==> src/pkg/support_pkg.sv <==
// Summary of operation
// - CRC starts from preset 0000h, 6363h, A671h or FFFFh per 2-bit select.
// - CRC uses fixed polynomial x^16+x^12+x^5+1, sixteen bits wide.
// - CRC result is read as separate high and low byte registers.
// - Bit-order bit set feeds bytes MSB first, else LSB first.
// - One shared FIFO of 64 bytes serves host and internal machines.
// - Host write to queue data port stores a byte, advances write pointer.
// - Host read of queue data port returns head byte, advances read pointer.
// - Fill register reads stored byte count in seven bits.
// - Flush resets pointers, zeroes level, clears overflow error.
// - Overflow error stays set until a flush.
// - Almost full is high when 64 minus level is at most watermark.
// - Almost empty is high when level is at most watermark.
// - Rising almost full or empty sets its flag; enabled flags drive IRQ.
// - Any pending flag sets the summary status bit; enabled ones drive IRQ.
// - Transmit done flag is set when data ends and frame end starts.
// - CRC sets done flag and complete bit after draining the FIFO.
// - Receive end sets receive flag; command return to idle sets done flag.
// - Error flag is set while any error register bit is one.
// - Timer has 12-bit prescaler, 16-bit reload counter, readable live value.
// - Counter reaching zero sets timer flag, then stops or reloads.
// - Host starts or stops the timer, or enables protocol start.
// - Total period is (2P+1)*R+1 ticks, or (2P+2)*R+1 if even.
// - Command code 0011 starts the CRC over the FIFO contents.
package support_pkg;
  localparam int          QDEPTH   = 64;
  localparam logic [6:0]  QFULL    = 7'h40;
  localparam logic [7:0]  A_CMD    = 8'h00;
  localparam logic [7:0]  A_IEN    = 8'h04;
  localparam logic [7:0]  A_IFLG   = 8'h08;
  localparam logic [7:0]  A_MFLG   = 8'h0c;
  localparam logic [7:0]  A_ERR    = 8'h10;
  localparam logic [7:0]  A_STAT   = 8'h14;
  localparam logic [7:0]  A_QDATA  = 8'h18;
  localparam logic [7:0]  A_QFILL  = 8'h1c;
  localparam logic [7:0]  A_WMARK  = 8'h20;
  localparam logic [7:0]  A_CTRL   = 8'h24;
  localparam logic [7:0]  A_MODE   = 8'h28;
  localparam logic [7:0]  A_TMODE  = 8'h2c;
  localparam logic [7:0]  A_TPRE   = 8'h30;
  localparam logic [7:0]  A_TRLH   = 8'h34;
  localparam logic [7:0]  A_TRLL   = 8'h38;
  localparam logic [7:0]  A_TCVH   = 8'h3c;
  localparam logic [7:0]  A_TCVL   = 8'h40;
  localparam logic [7:0]  A_CRCH   = 8'h44;
  localparam logic [7:0]  A_CRCL   = 8'h48;
  localparam int          B_SET    = 7;
  localparam int          B_FLUSH  = 7;
  localparam int          B_TSTART = 6;
  localparam int          B_TSTOP  = 7;
  localparam int          B_MSB    = 7;
  localparam int          B_TIMER_AUTO_START  = 7;
  localparam int          B_TRELD  = 5;
  localparam int          B_TEVEN  = 4;
  localparam int          B_CRCF   = 2;
  localparam logic [3:0]  CMD_IDLE = 4'h0;
  localparam logic [3:0]  CMD_CRC  = 4'h3;
  localparam logic [3:0]  CMD_KEEP = 4'h7;
  localparam logic [3:0][15:0] CRC_PRESETS = {16'hffff, 16'ha671, 16'h6363, 16'h0000};
  localparam logic [15:0] POLY_MSB = 16'h1021;
  localparam logic [15:0] POLY_LSB = 16'h8408;
  localparam logic [1:0]  R_OKAY   = 2'b00;
  localparam logic [1:0]  R_DECERR = 2'b11;

  typedef enum logic [0:0] {CRC_OFF = 1'b0, CRC_RUN = 1'b1} crc_st_t;

  // Events and bytes from the protocol machines, all on aclk.
  typedef struct packed {
    logic       tx_done;
    logic       rx_done;
    logic [3:0] err;
    logic       timer_trig;
    logic       rx_valid;
    logic [7:0] rx_byte;
    logic       tx_req;
  } proto_t;

  function automatic logic [15:0] crc_byte(input logic [15:0] c, input logic [7:0] d,
                                           input logic msb);
    logic [15:0] r;
    logic        b;
    r = c;
    for (int i = 0; i < 8; i++) begin
      if (msb) begin
        b = d[7-i] ^ r[15];
        r = {r[14:0], 1'b0} ^ (b ? POLY_MSB : 16'h0000);
      end else begin
        b = d[i] ^ r[0];
        r = {1'b0, r[15:1]} ^ (b ? POLY_LSB : 16'h0000);
      end
    end
    return r;
  endfunction
endpackage

==> src/rtl/support_core.sv <==
// Design decisions made here: the register offsets and register access over AXI4-Lite.
`timescale 1ns/1ps
module support_core
  import support_pkg::*;
#(
  parameter int ADDR_W = 8
) (
  // Clock and reset
  input  wire logic              aclk,
  input  wire logic              aresetn,
  // AXI4-Lite write
  input  wire logic [ADDR_W-1:0] s_axi_awaddr,
  input  wire logic              s_axi_awvalid,
  output logic                   s_axi_awready,
  input  wire logic [31:0]       s_axi_wdata,
  input  wire logic [3:0]        s_axi_wstrb,
  input  wire logic              s_axi_wvalid,
  output logic                   s_axi_wready,
  output logic [1:0]             s_axi_bresp,
  output logic                   s_axi_bvalid,
  input  wire logic              s_axi_bready,
  // AXI4-Lite read
  input  wire logic [ADDR_W-1:0] s_axi_araddr,
  input  wire logic              s_axi_arvalid,
  output logic                   s_axi_arready,
  output logic [31:0]            s_axi_rdata,
  output logic [1:0]             s_axi_rresp,
  output logic                   s_axi_rvalid,
  input  wire logic              s_axi_rready,
  // Protocol side
  input  wire proto_t            proto,
  input  wire logic              timer_tick,
  output logic                   tx_byte_valid,
  output logic [7:0]             tx_byte,
  output logic                   irq
);

  typedef struct packed {
    logic             awready;
    logic             wready;
    logic             bvalid;
    logic [1:0]       bresp;
    logic             aw_have;
    logic             w_have;
    logic [7:0]       awaddr;
    logic [7:0]       wdata;
    logic             wstrb0;
    logic             arready;
    logic             rvalid;
    logic [1:0]       rresp;
    logic [31:0]      rdata;
    logic [3:0]       cmd;
    logic [7:0]       ien;
    logic [6:0]       iflags;
    logic             crc_flag;
    logic [3:0]       ext_err;
    logic             ovf;
    logic [5:0]       wm;
    logic [1:0]       crc_sel;
    logic             msb_first;
    crc_st_t          crc_st;
    logic [15:0]      crc;
    logic             crc_ok;
    logic [5:0]       wp;
    logic [5:0]       rp;
    logic [6:0]       lvl;
    logic [QDEPTH-1:0][7:0] mem;
    logic             hi_prev;
    logic             lo_prev;
    logic             irq;
    logic             t_auto;
    logic             t_reld;
    logic             t_even;
    logic [11:0]      presc;
    logic [15:0]      reload;
    logic [15:0]      tcnt;
    logic [12:0]      pcnt;
    logic             t_run;
    logic             t_load;
    logic             tx_valid;
    logic [7:0]       tx_byte;
  } state_t;

  state_t s_q;
  state_t s_d;

  assign s_axi_awready = s_q.awready;
  assign s_axi_wready  = s_q.wready;
  assign s_axi_bvalid  = s_q.bvalid;
  assign s_axi_bresp   = s_q.bresp;
  assign s_axi_arready = s_q.arready;
  assign s_axi_rvalid  = s_q.rvalid;
  assign s_axi_rresp   = s_q.rresp;
  assign s_axi_rdata   = s_q.rdata;
  assign tx_byte_valid = s_q.tx_valid;
  assign tx_byte       = s_q.tx_byte;
  assign irq           = s_q.irq;

  logic        wr_go;
  logic        rd_go;
  logic [7:0]  ra;
  logic [7:0]  wd;
  logic        push_v;
  logic [7:0]  push_d;
  logic        pop_v;
  logic        push_ok;
  logic        pop_ok;
  logic        flush;
  logic        t_start;
  logic        t_stop;
  logic        t_exp;
  logic        hi_now;
  logic        lo_now;
  logic [6:0]  ev;
  logic [12:0] pre_top;

  always_comb begin
    s_d     = s_q;
    wr_go   = 1'b0;
    rd_go   = 1'b0;
    ra      = 8'h00;
    wd      = s_q.wdata;
    push_v  = 1'b0;
    push_d  = 8'h00;
    pop_v   = 1'b0;
    flush   = 1'b0;
    t_start = 1'b0;
    t_stop  = 1'b0;
    t_exp   = 1'b0;
    ev      = 7'h00;
    pre_top = {s_q.presc, 1'b0} + {12'h000, s_q.t_even};
    s_d.tx_valid = 1'b0;

    // Write channel: address and data are taken in either order.
    if (s_axi_awvalid && s_q.awready) begin
      s_d.awready = 1'b0;
      s_d.aw_have = 1'b1;
      s_d.awaddr  = s_axi_awaddr[7:0];
    end
    if (s_axi_wvalid && s_q.wready) begin
      s_d.wready  = 1'b0;
      s_d.w_have  = 1'b1;
      s_d.wdata   = s_axi_wdata[7:0];
      s_d.wstrb0  = s_axi_wstrb[0];
    end
    if (s_q.aw_have && s_q.w_have && !s_q.bvalid) begin
      wr_go       = s_q.wstrb0;
      s_d.bvalid  = 1'b1;
      s_d.bresp   = R_OKAY;
      s_d.aw_have = 1'b0;
      s_d.w_have  = 1'b0;
      if (s_q.awaddr[1:0] != 2'b00 || s_q.awaddr > A_CRCL) begin
        s_d.bresp = R_DECERR;
        wr_go     = 1'b0;
      end
    end
    if (s_q.bvalid && s_axi_bready) begin
      s_d.bvalid  = 1'b0;
      s_d.awready = 1'b1;
      s_d.wready  = 1'b1;
    end

    // Host register writes.
    if (wr_go) begin
      unique case (s_q.awaddr)
        A_CMD: begin
          if (wd[3:0] == CMD_CRC) begin
            s_d.cmd    = CMD_CRC;
            s_d.crc_st = CRC_RUN;
            s_d.crc    = CRC_PRESETS[s_q.crc_sel];
            s_d.crc_ok = 1'b0;
          end else if (wd[3:0] != CMD_KEEP) begin
            s_d.cmd    = wd[3:0];
            s_d.crc_st = CRC_OFF;
          end
        end
        A_IEN: s_d.ien = wd;
        A_IFLG: begin
          if (wd[B_SET]) begin
            s_d.iflags = s_q.iflags | wd[6:0];
          end else begin
            s_d.iflags = s_q.iflags & ~wd[6:0];
          end
        end
        A_MFLG: begin
          if (wd[B_CRCF]) begin
            s_d.crc_flag = wd[B_SET];
          end
        end
        A_ERR: s_d.ext_err = s_q.ext_err & ~wd[3:0];
        A_QDATA: begin
          push_v = 1'b1;
          push_d = wd;
        end
        A_QFILL: flush = wd[B_FLUSH];
        A_WMARK: s_d.wm = wd[5:0];
        A_CTRL: begin
          t_start = wd[B_TSTART];
          t_stop  = wd[B_TSTOP];
        end
        A_MODE: begin
          s_d.crc_sel   = wd[1:0];
          s_d.msb_first = wd[B_MSB];
        end
        A_TMODE: begin
          s_d.t_auto       = wd[B_TIMER_AUTO_START];
          s_d.t_reld       = wd[B_TRELD];
          s_d.t_even       = wd[B_TEVEN];
          s_d.presc[11:8]  = wd[3:0];
        end
        A_TPRE: s_d.presc[7:0]   = wd;
        A_TRLH: s_d.reload[15:8] = wd;
        A_TRLL: s_d.reload[7:0]  = wd;
        default: ;
      endcase
    end

    // Read channel.
    if (s_axi_arvalid && s_q.arready) begin
      rd_go       = 1'b1;
      ra          = s_axi_araddr[7:0];
      s_d.arready = 1'b0;
      s_d.rvalid  = 1'b1;
      s_d.rresp   = R_OKAY;
      s_d.rdata   = 32'h0000_0000;
      unique case (ra)
        A_CMD:   s_d.rdata[3:0] = s_q.cmd;
        A_IEN:   s_d.rdata[7:0] = s_q.ien;
        A_IFLG:  s_d.rdata[6:0] = s_q.iflags;
        A_MFLG:  s_d.rdata[B_CRCF] = s_q.crc_flag;
        A_ERR:   s_d.rdata[4:0] = {s_q.ovf, s_q.ext_err};
        A_STAT:  s_d.rdata[7:0] = {s_q.t_run, 1'b0, s_q.crc_ok,
                                   (|s_q.iflags) | s_q.crc_flag,
                                   2'b00, s_q.hi_prev, s_q.lo_prev};
        A_QDATA: begin
          s_d.rdata[7:0] = s_q.mem[s_q.rp];
          pop_v = rd_go && (s_q.crc_st == CRC_OFF);
        end
        A_QFILL: s_d.rdata[6:0] = s_q.lvl;
        A_WMARK: s_d.rdata[5:0] = s_q.wm;
        A_MODE:  s_d.rdata[7:0] = {s_q.msb_first, 5'h00, s_q.crc_sel};
        A_TMODE: s_d.rdata[7:0] = {s_q.t_auto, 1'b0, s_q.t_reld, s_q.t_even,
                                   s_q.presc[11:8]};
        A_TPRE:  s_d.rdata[7:0] = s_q.presc[7:0];
        A_TRLH:  s_d.rdata[7:0] = s_q.reload[15:8];
        A_TRLL:  s_d.rdata[7:0] = s_q.reload[7:0];
        A_TCVH:  s_d.rdata[7:0] = s_q.tcnt[15:8];
        A_TCVL:  s_d.rdata[7:0] = s_q.tcnt[7:0];
        A_CRCH:  s_d.rdata[7:0] = s_q.crc[15:8];
        A_CRCL:  s_d.rdata[7:0] = s_q.crc[7:0];
        A_CTRL:  s_d.rdata = 32'h0000_0000;
        default: s_d.rresp = R_DECERR;
      endcase
    end
    if (s_q.rvalid && s_axi_rready) begin
      s_d.rvalid  = 1'b0;
      s_d.arready = 1'b1;
    end

    // The receiver may only push when the host is not writing the queue.
    if (!push_v && proto.rx_valid) begin
      push_v = 1'b1;
      push_d = proto.rx_byte;
    end

    // CRC engine drains one byte a cycle; host reads then see the head only.
    if (s_q.crc_st == CRC_RUN) begin
      if (s_q.lvl != 7'h00) begin
        pop_v = 1'b1;
        s_d.crc = crc_byte(s_q.crc, s_q.mem[s_q.rp], s_q.msb_first);
      end else begin
        s_d.crc_st   = CRC_OFF;
        s_d.crc_ok   = 1'b1;
        s_d.crc_flag = 1'b1;
        s_d.cmd      = CMD_IDLE;
      end
    end else if (proto.tx_req && !pop_v && s_q.lvl != 7'h00) begin
      pop_v        = 1'b1;
      s_d.tx_valid = 1'b1;
      s_d.tx_byte  = s_q.mem[s_q.rp];
    end

    // Shared queue.
    push_ok = push_v && (s_q.lvl != QFULL);
    pop_ok  = pop_v && (s_q.lvl != 7'h00);
    if (push_ok) begin
      s_d.mem[s_q.wp] = push_d;
      s_d.wp = s_q.wp + 6'h01;
    end
    if (pop_ok) begin
      s_d.rp = s_q.rp + 6'h01;
    end
    s_d.lvl = s_q.lvl + {6'h00, push_ok} - {6'h00, pop_ok};
    if (flush) begin
      s_d.wp  = 6'h00;
      s_d.rp  = 6'h00;
      s_d.lvl = 7'h00;
      s_d.ovf = 1'b0;
    end
    if (push_v && !push_ok) begin
      s_d.ovf = 1'b1;
    end
    s_d.ext_err = s_d.ext_err | proto.err;

    // Timer: start, stop and two counting stages on the tick enable.
    if (s_q.t_auto && proto.timer_trig) begin
      t_start = 1'b1;
    end
    if (t_start) begin
      s_d.t_run  = 1'b1;
      s_d.t_load = 1'b1;
    end
    if (s_q.t_run && timer_tick && !t_start) begin
      if (s_q.t_load) begin
        s_d.t_load = 1'b0;
        s_d.tcnt   = s_q.reload;
        s_d.pcnt   = pre_top;
        t_exp      = (s_q.reload == 16'h0000);
      end else if (s_q.pcnt != 13'h0000) begin
        s_d.pcnt = s_q.pcnt - 13'h0001;
      end else begin
        s_d.pcnt = pre_top;
        s_d.tcnt = s_q.tcnt - 16'h0001;
        t_exp    = (s_q.tcnt == 16'h0001);
      end
      if (t_exp) begin
        s_d.t_load = s_q.t_reld;
        s_d.t_run  = s_q.t_reld;
      end
    end
    if (t_stop) begin
      s_d.t_run  = 1'b0;
      s_d.t_load = 1'b0;
    end

    // Alerts from the new level.
    hi_now = ((QFULL - s_d.lvl) <= {1'b0, s_d.wm});
    lo_now = (s_d.lvl <= {1'b0, s_d.wm});
    s_d.hi_prev = hi_now;
    s_d.lo_prev = lo_now;

    // Events set flags after any host clear, so a coinciding event wins.
    ev[0] = t_exp;
    ev[1] = s_d.ovf | (|s_d.ext_err);
    ev[2] = lo_now & ~s_q.lo_prev;
    ev[3] = hi_now & ~s_q.hi_prev;
    ev[4] = (s_q.cmd != CMD_IDLE) && (s_d.cmd == CMD_IDLE);
    ev[5] = proto.rx_done;
    ev[6] = proto.tx_done;
    s_d.iflags = s_d.iflags | ev;
    s_d.irq = |({s_d.crc_flag, s_d.iflags} & s_d.ien);
  end

  always_ff @(posedge aclk) begin
    if (!aresetn) begin
      s_q         <= '0;
      s_q.awready <= 1'b1;
      s_q.wready  <= 1'b1;
      s_q.arready <= 1'b1;
      s_q.lo_prev <= 1'b1;
    end else begin
      s_q <= s_d;
    end
  end

endmodule

==> config.mk <==
export PLATFORM = sky130hd
export DESIGN_NAME = support_core
export DESIGN_NICKNAME = d
export VERILOG_FILES = /design/src/pkg/support_pkg.sv /design/src/rtl/support_core.sv
export SDC_FILE = /design/constraint.sdc
export NUM_CORES = 2
export LEC_CHECK = 0
export ABC_AREA = 1
export BUFFER_PORTS_ARGS = -buffer_cell sky130_fd_sc_hd__buf_4
export CAP_MARGIN = 30
export CELL_PAD_IN_SITES_DETAIL_PLACEMENT = 1
export CELL_PAD_IN_SITES_GLOBAL_PLACEMENT = 1
export CORE_ASPECT_RATIO = 1.75
export CORE_MARGIN = 4
export CORE_UTILIZATION = 30
export DETAILED_ROUTE_END_ITERATION = 6
export PLACE_DENSITY_LB_ADDON = 0.1
export SYNTH_ARGS = -nofsm -noshare
export SYNTH_HDL_FRONTEND = slang
export SYNTH_SLANG_ARGS = --single-unit
==> constraint.sdc <==
create_clock -name aclk -period 9.9 [get_ports aclk]
set_input_delay 0.495 -clock aclk [delete_from_list [all_inputs] [get_ports aclk]]
set_output_delay 0.495 -clock aclk [all_outputs]
set_load 0.03 [all_outputs]
==> flow_metrics.py <==
metrics = {
    "logic_synthesis": {
        "synth_cell_types": 55,
        "ys_warn_count": 0,
        "ys_async_sr_fraction_pct": 0,
        "synth_cells": 4854,
        "postSynthAreaPerCell_um2": 6.90,
        "yosysSeqAreaShare_pct": 41.3,
        "synth-edff-count": 0,
        "syn_area_um2": 33500,
        "ys_ff_latch": 691,
        "synthFlopType": "dfxtp_1",
    },
    "die": {
        "die_h_um": 450,
        "die_x_um": 261,
        "num_io_pins": 128,
        "initial_core_util_pct": 30.2,
        "rows": 162,
        "core_um2": 111000,
        "die_area_um2": 117000,
    },
    "sta": {
        "post-route-min-period_ns": 6.72,
        "drv_slew": 0,
        "maxSlewHeadroom_pct": 29.4,
        "rsz0062_at_grt": "false",
        "worstMarginPinSlew_ns": 1.06,
        "skew_ns": 0.0198,
        "whs_ns": 0.0532,
        "max_freq_mhz": 149,
        "finalHoldViolCount": 0,
        "fin_crit_sh_pct": 67.9,
        "setup_viol": 0,
        "fin_setup_tns_ns": 0,
    },
    "detailed_routing": {
        "drc": 0,
        "routed_wl_um": 143000,
        "vias": 32800,
        "post_drt_wl_per_cell_um": 22.9,
        "final_antenna_net_count": 0,
        "vias_per_cell": 5.27,
        "drt_first_iter_violations": 1617,
        "firstDrtPassIters": 5,
    },
    "worst_setup_path": {
        "critPathArrivalTime_ns": 7.30,
        "slowest_delay_ns": 0.59,
        "slowest_stage": "nand3_2",
        "crit_path_frequent_cell": "inv_1",
        "cp-start-kind": "flop",
        "endpoint_kind": "flop",
        "crit_buf_inv": 7,
        "cp.required_ns": 10.48,
        "critical_path_class": "flop to flop",
        "cp_max_fo": 18,
        "cp.depth": 34,
        "r2r.worst_path.cells": 34,
        "cpLargestDelayFamily": "simple AND/OR/NAND/NOR gates",
    },
    "job": {
        "maxCapViolations": 0,
    },
    "power": {
        "ir_drop_mv": 0.124,
        "power-per-cell-area_nw_per_um2": 204,
        "leakagePower_nw": 13.0,
        "total_power_w": 0.00761,
    },
    "cts": {
        "insertion_delay_ns": 0.67,
        "cts_sinks": 691,
        "clockBufferDepth": 3,
        "root_buffer": "clkbuf_16",
        "path_clk_slew_ns": 0.06,
        "cts_setup_buffers": 0,
        "post_cts_resized": 0,
        "htree_levels": 3,
        "hold_buffers": 0,
        "cts_tree": "done",
        "numCtsBuffers": 75,
    },
    "placement": {
        "gp_congestion": 0.941,
        "hpwl_um": 94900,
        "port_buffers": 76,
    },
    "worst_hold_path": {
        "min_delay_path_depth": 3,
        "hold_path.class": "input pin to flop",
    },
    "layout": {
        "layout-drive-gt1-share_pct": 6.00,
        "regArea_um2": 13800,
        "antenna_cells": 0,
        "area_delta_synth_final_pct": 11.4,
        "multiInputGateArea_um2": 16000,
        "nets": 4798,
        "fill_cells": 14000,
    },
    "run_status": {
        "status": "complete, no violations",
    },
    "global_routing": {
        "grt_max_degree": 143,
        "antenna_found_initial": 0,
        "grt.overflow.total": 0,
        "grt.total_usage_pct": 23.9,
        "first_global_vias": 33400,
        "grt_first_pass_wirelength_um": 214000,
    },
}
[sequential cells by signal, indices dropped and copies added (netlist names)]
name           flops
s_axi_wready       1
s_axi_rresp        1
tx_byte_valid      1
s_axi_arready      1
s_axi_awready      1
irq                1
s_axi_bresp        1
s_q              658
wd                 8
s_axi_bvalid       1
s_axi_rvalid       1
tx_byte            8
s_axi_rdata        8
[Yosys cell counts (all sizes together) (2+ instances only)]
library cell | instances | share of area (%)
o211ai | 61 | 1.4
clkbuf | 235 | 2.6
nor4 | 9 | 0.26
a211oi | 11 | 0.25
clkinv | 6 | 0.067
a21o | 2 | 0.045
a41oi | 2 | 0.052
o221ai | 3 | 0.078
and2 | 2 | 0.037
mux2i | 5 | 0.15
ha | 26 | 0.97
a21oi | 771 | 12
a2111oi | 2 | 0.052
nand3b | 5 | 0.11
nand3 | 488 | 7.3
a311oi | 2 | 0.052
or2 | 4 | 0.075
xnor2 | 3 | 0.078
inv | 546 | 6.1
buf | 163 | 2.8
o2111ai | 8 | 0.21
o21a | 2 | 0.045
o21ai | 655 | 9.8
o311ai | 2 | 0.052
dfxtp | 691 | 41
xor2 | 18 | 0.47
nand4 | 36 | 0.67
nor3 | 44 | 0.67
nor2 | 191 | 2.2
a221oi | 15 | 0.39
o22ai | 50 | 0.93
nand2 | 763 | 8.5
a31oi | 17 | 0.32
o41ai | 7 | 0.18
[tightest hold or removal path, stage by stage]
cell and delay (ns):
buf_4 0.08, a21oi_1 0.04, nor2_1 0.07
[path summary, 6_finish.rpt]
path                                             from               endpoint  slack, ns
worst max-delay path            s_q[702]$_SDFFE_PN0P_         irq$_SDFF_PN0_       3.18
worst min-delay path                        proto[11]    s_q[633]$_SDFF_PN0_       0.05
worst max register to register  s_q[702]$_SDFFE_PN0P_         irq$_SDFF_PN0_       3.18
worst min register to register  s_q[429]$_SDFFE_PN0P_  s_q[429]$_SDFFE_PN0P_       0.44
[through the flow]
| step | util [%] | std cells | area, µm² | setup slack (ns) |
|---|---|---|---|---|
| 2_1_floorplan | - | 4877 | 33600 | 5.06 |
| 3_3_place_gp | 31.4 | 6089 | 34900 | 3.27 |
| 3_5_place_dp | 31.4 | 6092 | 34900 | 3.16 |
| 4_1_cts | 33.6 | 6224 | 37300 | 3.11 |
| 5_1_grt | 33.6 | 6225 | 37300 | 2.40 |
| 6_report | 33.6 | 6225 | 37300 | 3.18 |
[cell type report]
class	instances	area share [%]
Multi-Input combinational cell	3236	42.9
Sequential cell	691	37.1
Clock buffer	116	5.98
Inverter	552	5.58
Tap cell	1476	4.95
Timing Repair Buffer	138	3.06
Clock inverter	16	0.442
[per-layer routing]
layer,vias to the layer above,wire length [µm],global-route usage (%)
met2,496,76600,45.5
li1,15900,-,-
met4,0,8400,12.5
met5,-,0,0
met3,250,3450,2.55
met1,16200,54300,25.4
[kinds of logic after synthesis]
family	count (synthesis)	share of synthesized area (%)
AOI/OAI and AO/OA	1615	25.5
xor gates and xnor gates	21	0.549
adders and majority gates	27	1.03
buffers and inverters	950	11.6
DFF	691	41.3
muxes	5	0.149
other	1	0.0112
and+or+nand+nor	1544	19.9
[report_power, final]
| part | leakage [nW] | total [W] | switching [W] | internal [W] |
|---|---|---|---|---|
| sequential | 5.58 | 0.00289 | 0.0000615 | 0.00283 |
| combinational | 6.22 | 0.00184 | 0.00132 | 0.000526 |
| clock | 1.18 | 0.00288 | 0.00125 | 0.00163 |
[cells in the final DEF, fill, tap and decap left out, types with 4 or more instances in the layout]
cell | Yosys | layout
o2111ai_1 | 8 | 8
conb_1 | 1 | 24
a31oi_1 | 17 | 17
a21oi_1 | 771 | 771
xor2_1 | 18 | 18
nor2_2 | 0 | 4
ha_1 | 26 | 26
clkinv_2 | 0 | 10
nand3_1 | 487 | 487
clkbuf_16 | 0 | 77
o22ai_1 | 50 | 50
nor4_1 | 7 | 6
nand2_1 | 763 | 763
a211oi_1 | 11 | 11
nand4_1 | 36 | 36
o211ai_1 | 61 | 61
clkbuf_8 | 0 | 16
nand3b_1 | 5 | 5
nor2_1 | 189 | 184
buf_12 | 0 | 5
nor3_2 | 1 | 7
dfxtp_1 | 691 | 688
inv_1 | 542 | 541
o21ai_0 | 647 | 647
clkinv_1 | 6 | 6
o21ai_4 | 0 | 8
buf_4 | 53 | 128
mux2i_1 | 5 | 5
nor3_1 | 43 | 36
o41ai_1 | 7 | 7
a221oi_1 | 15 | 15
clkbuf_1 | 235 | 23
No activity file was read; power rests on OpenSTA's default activity.
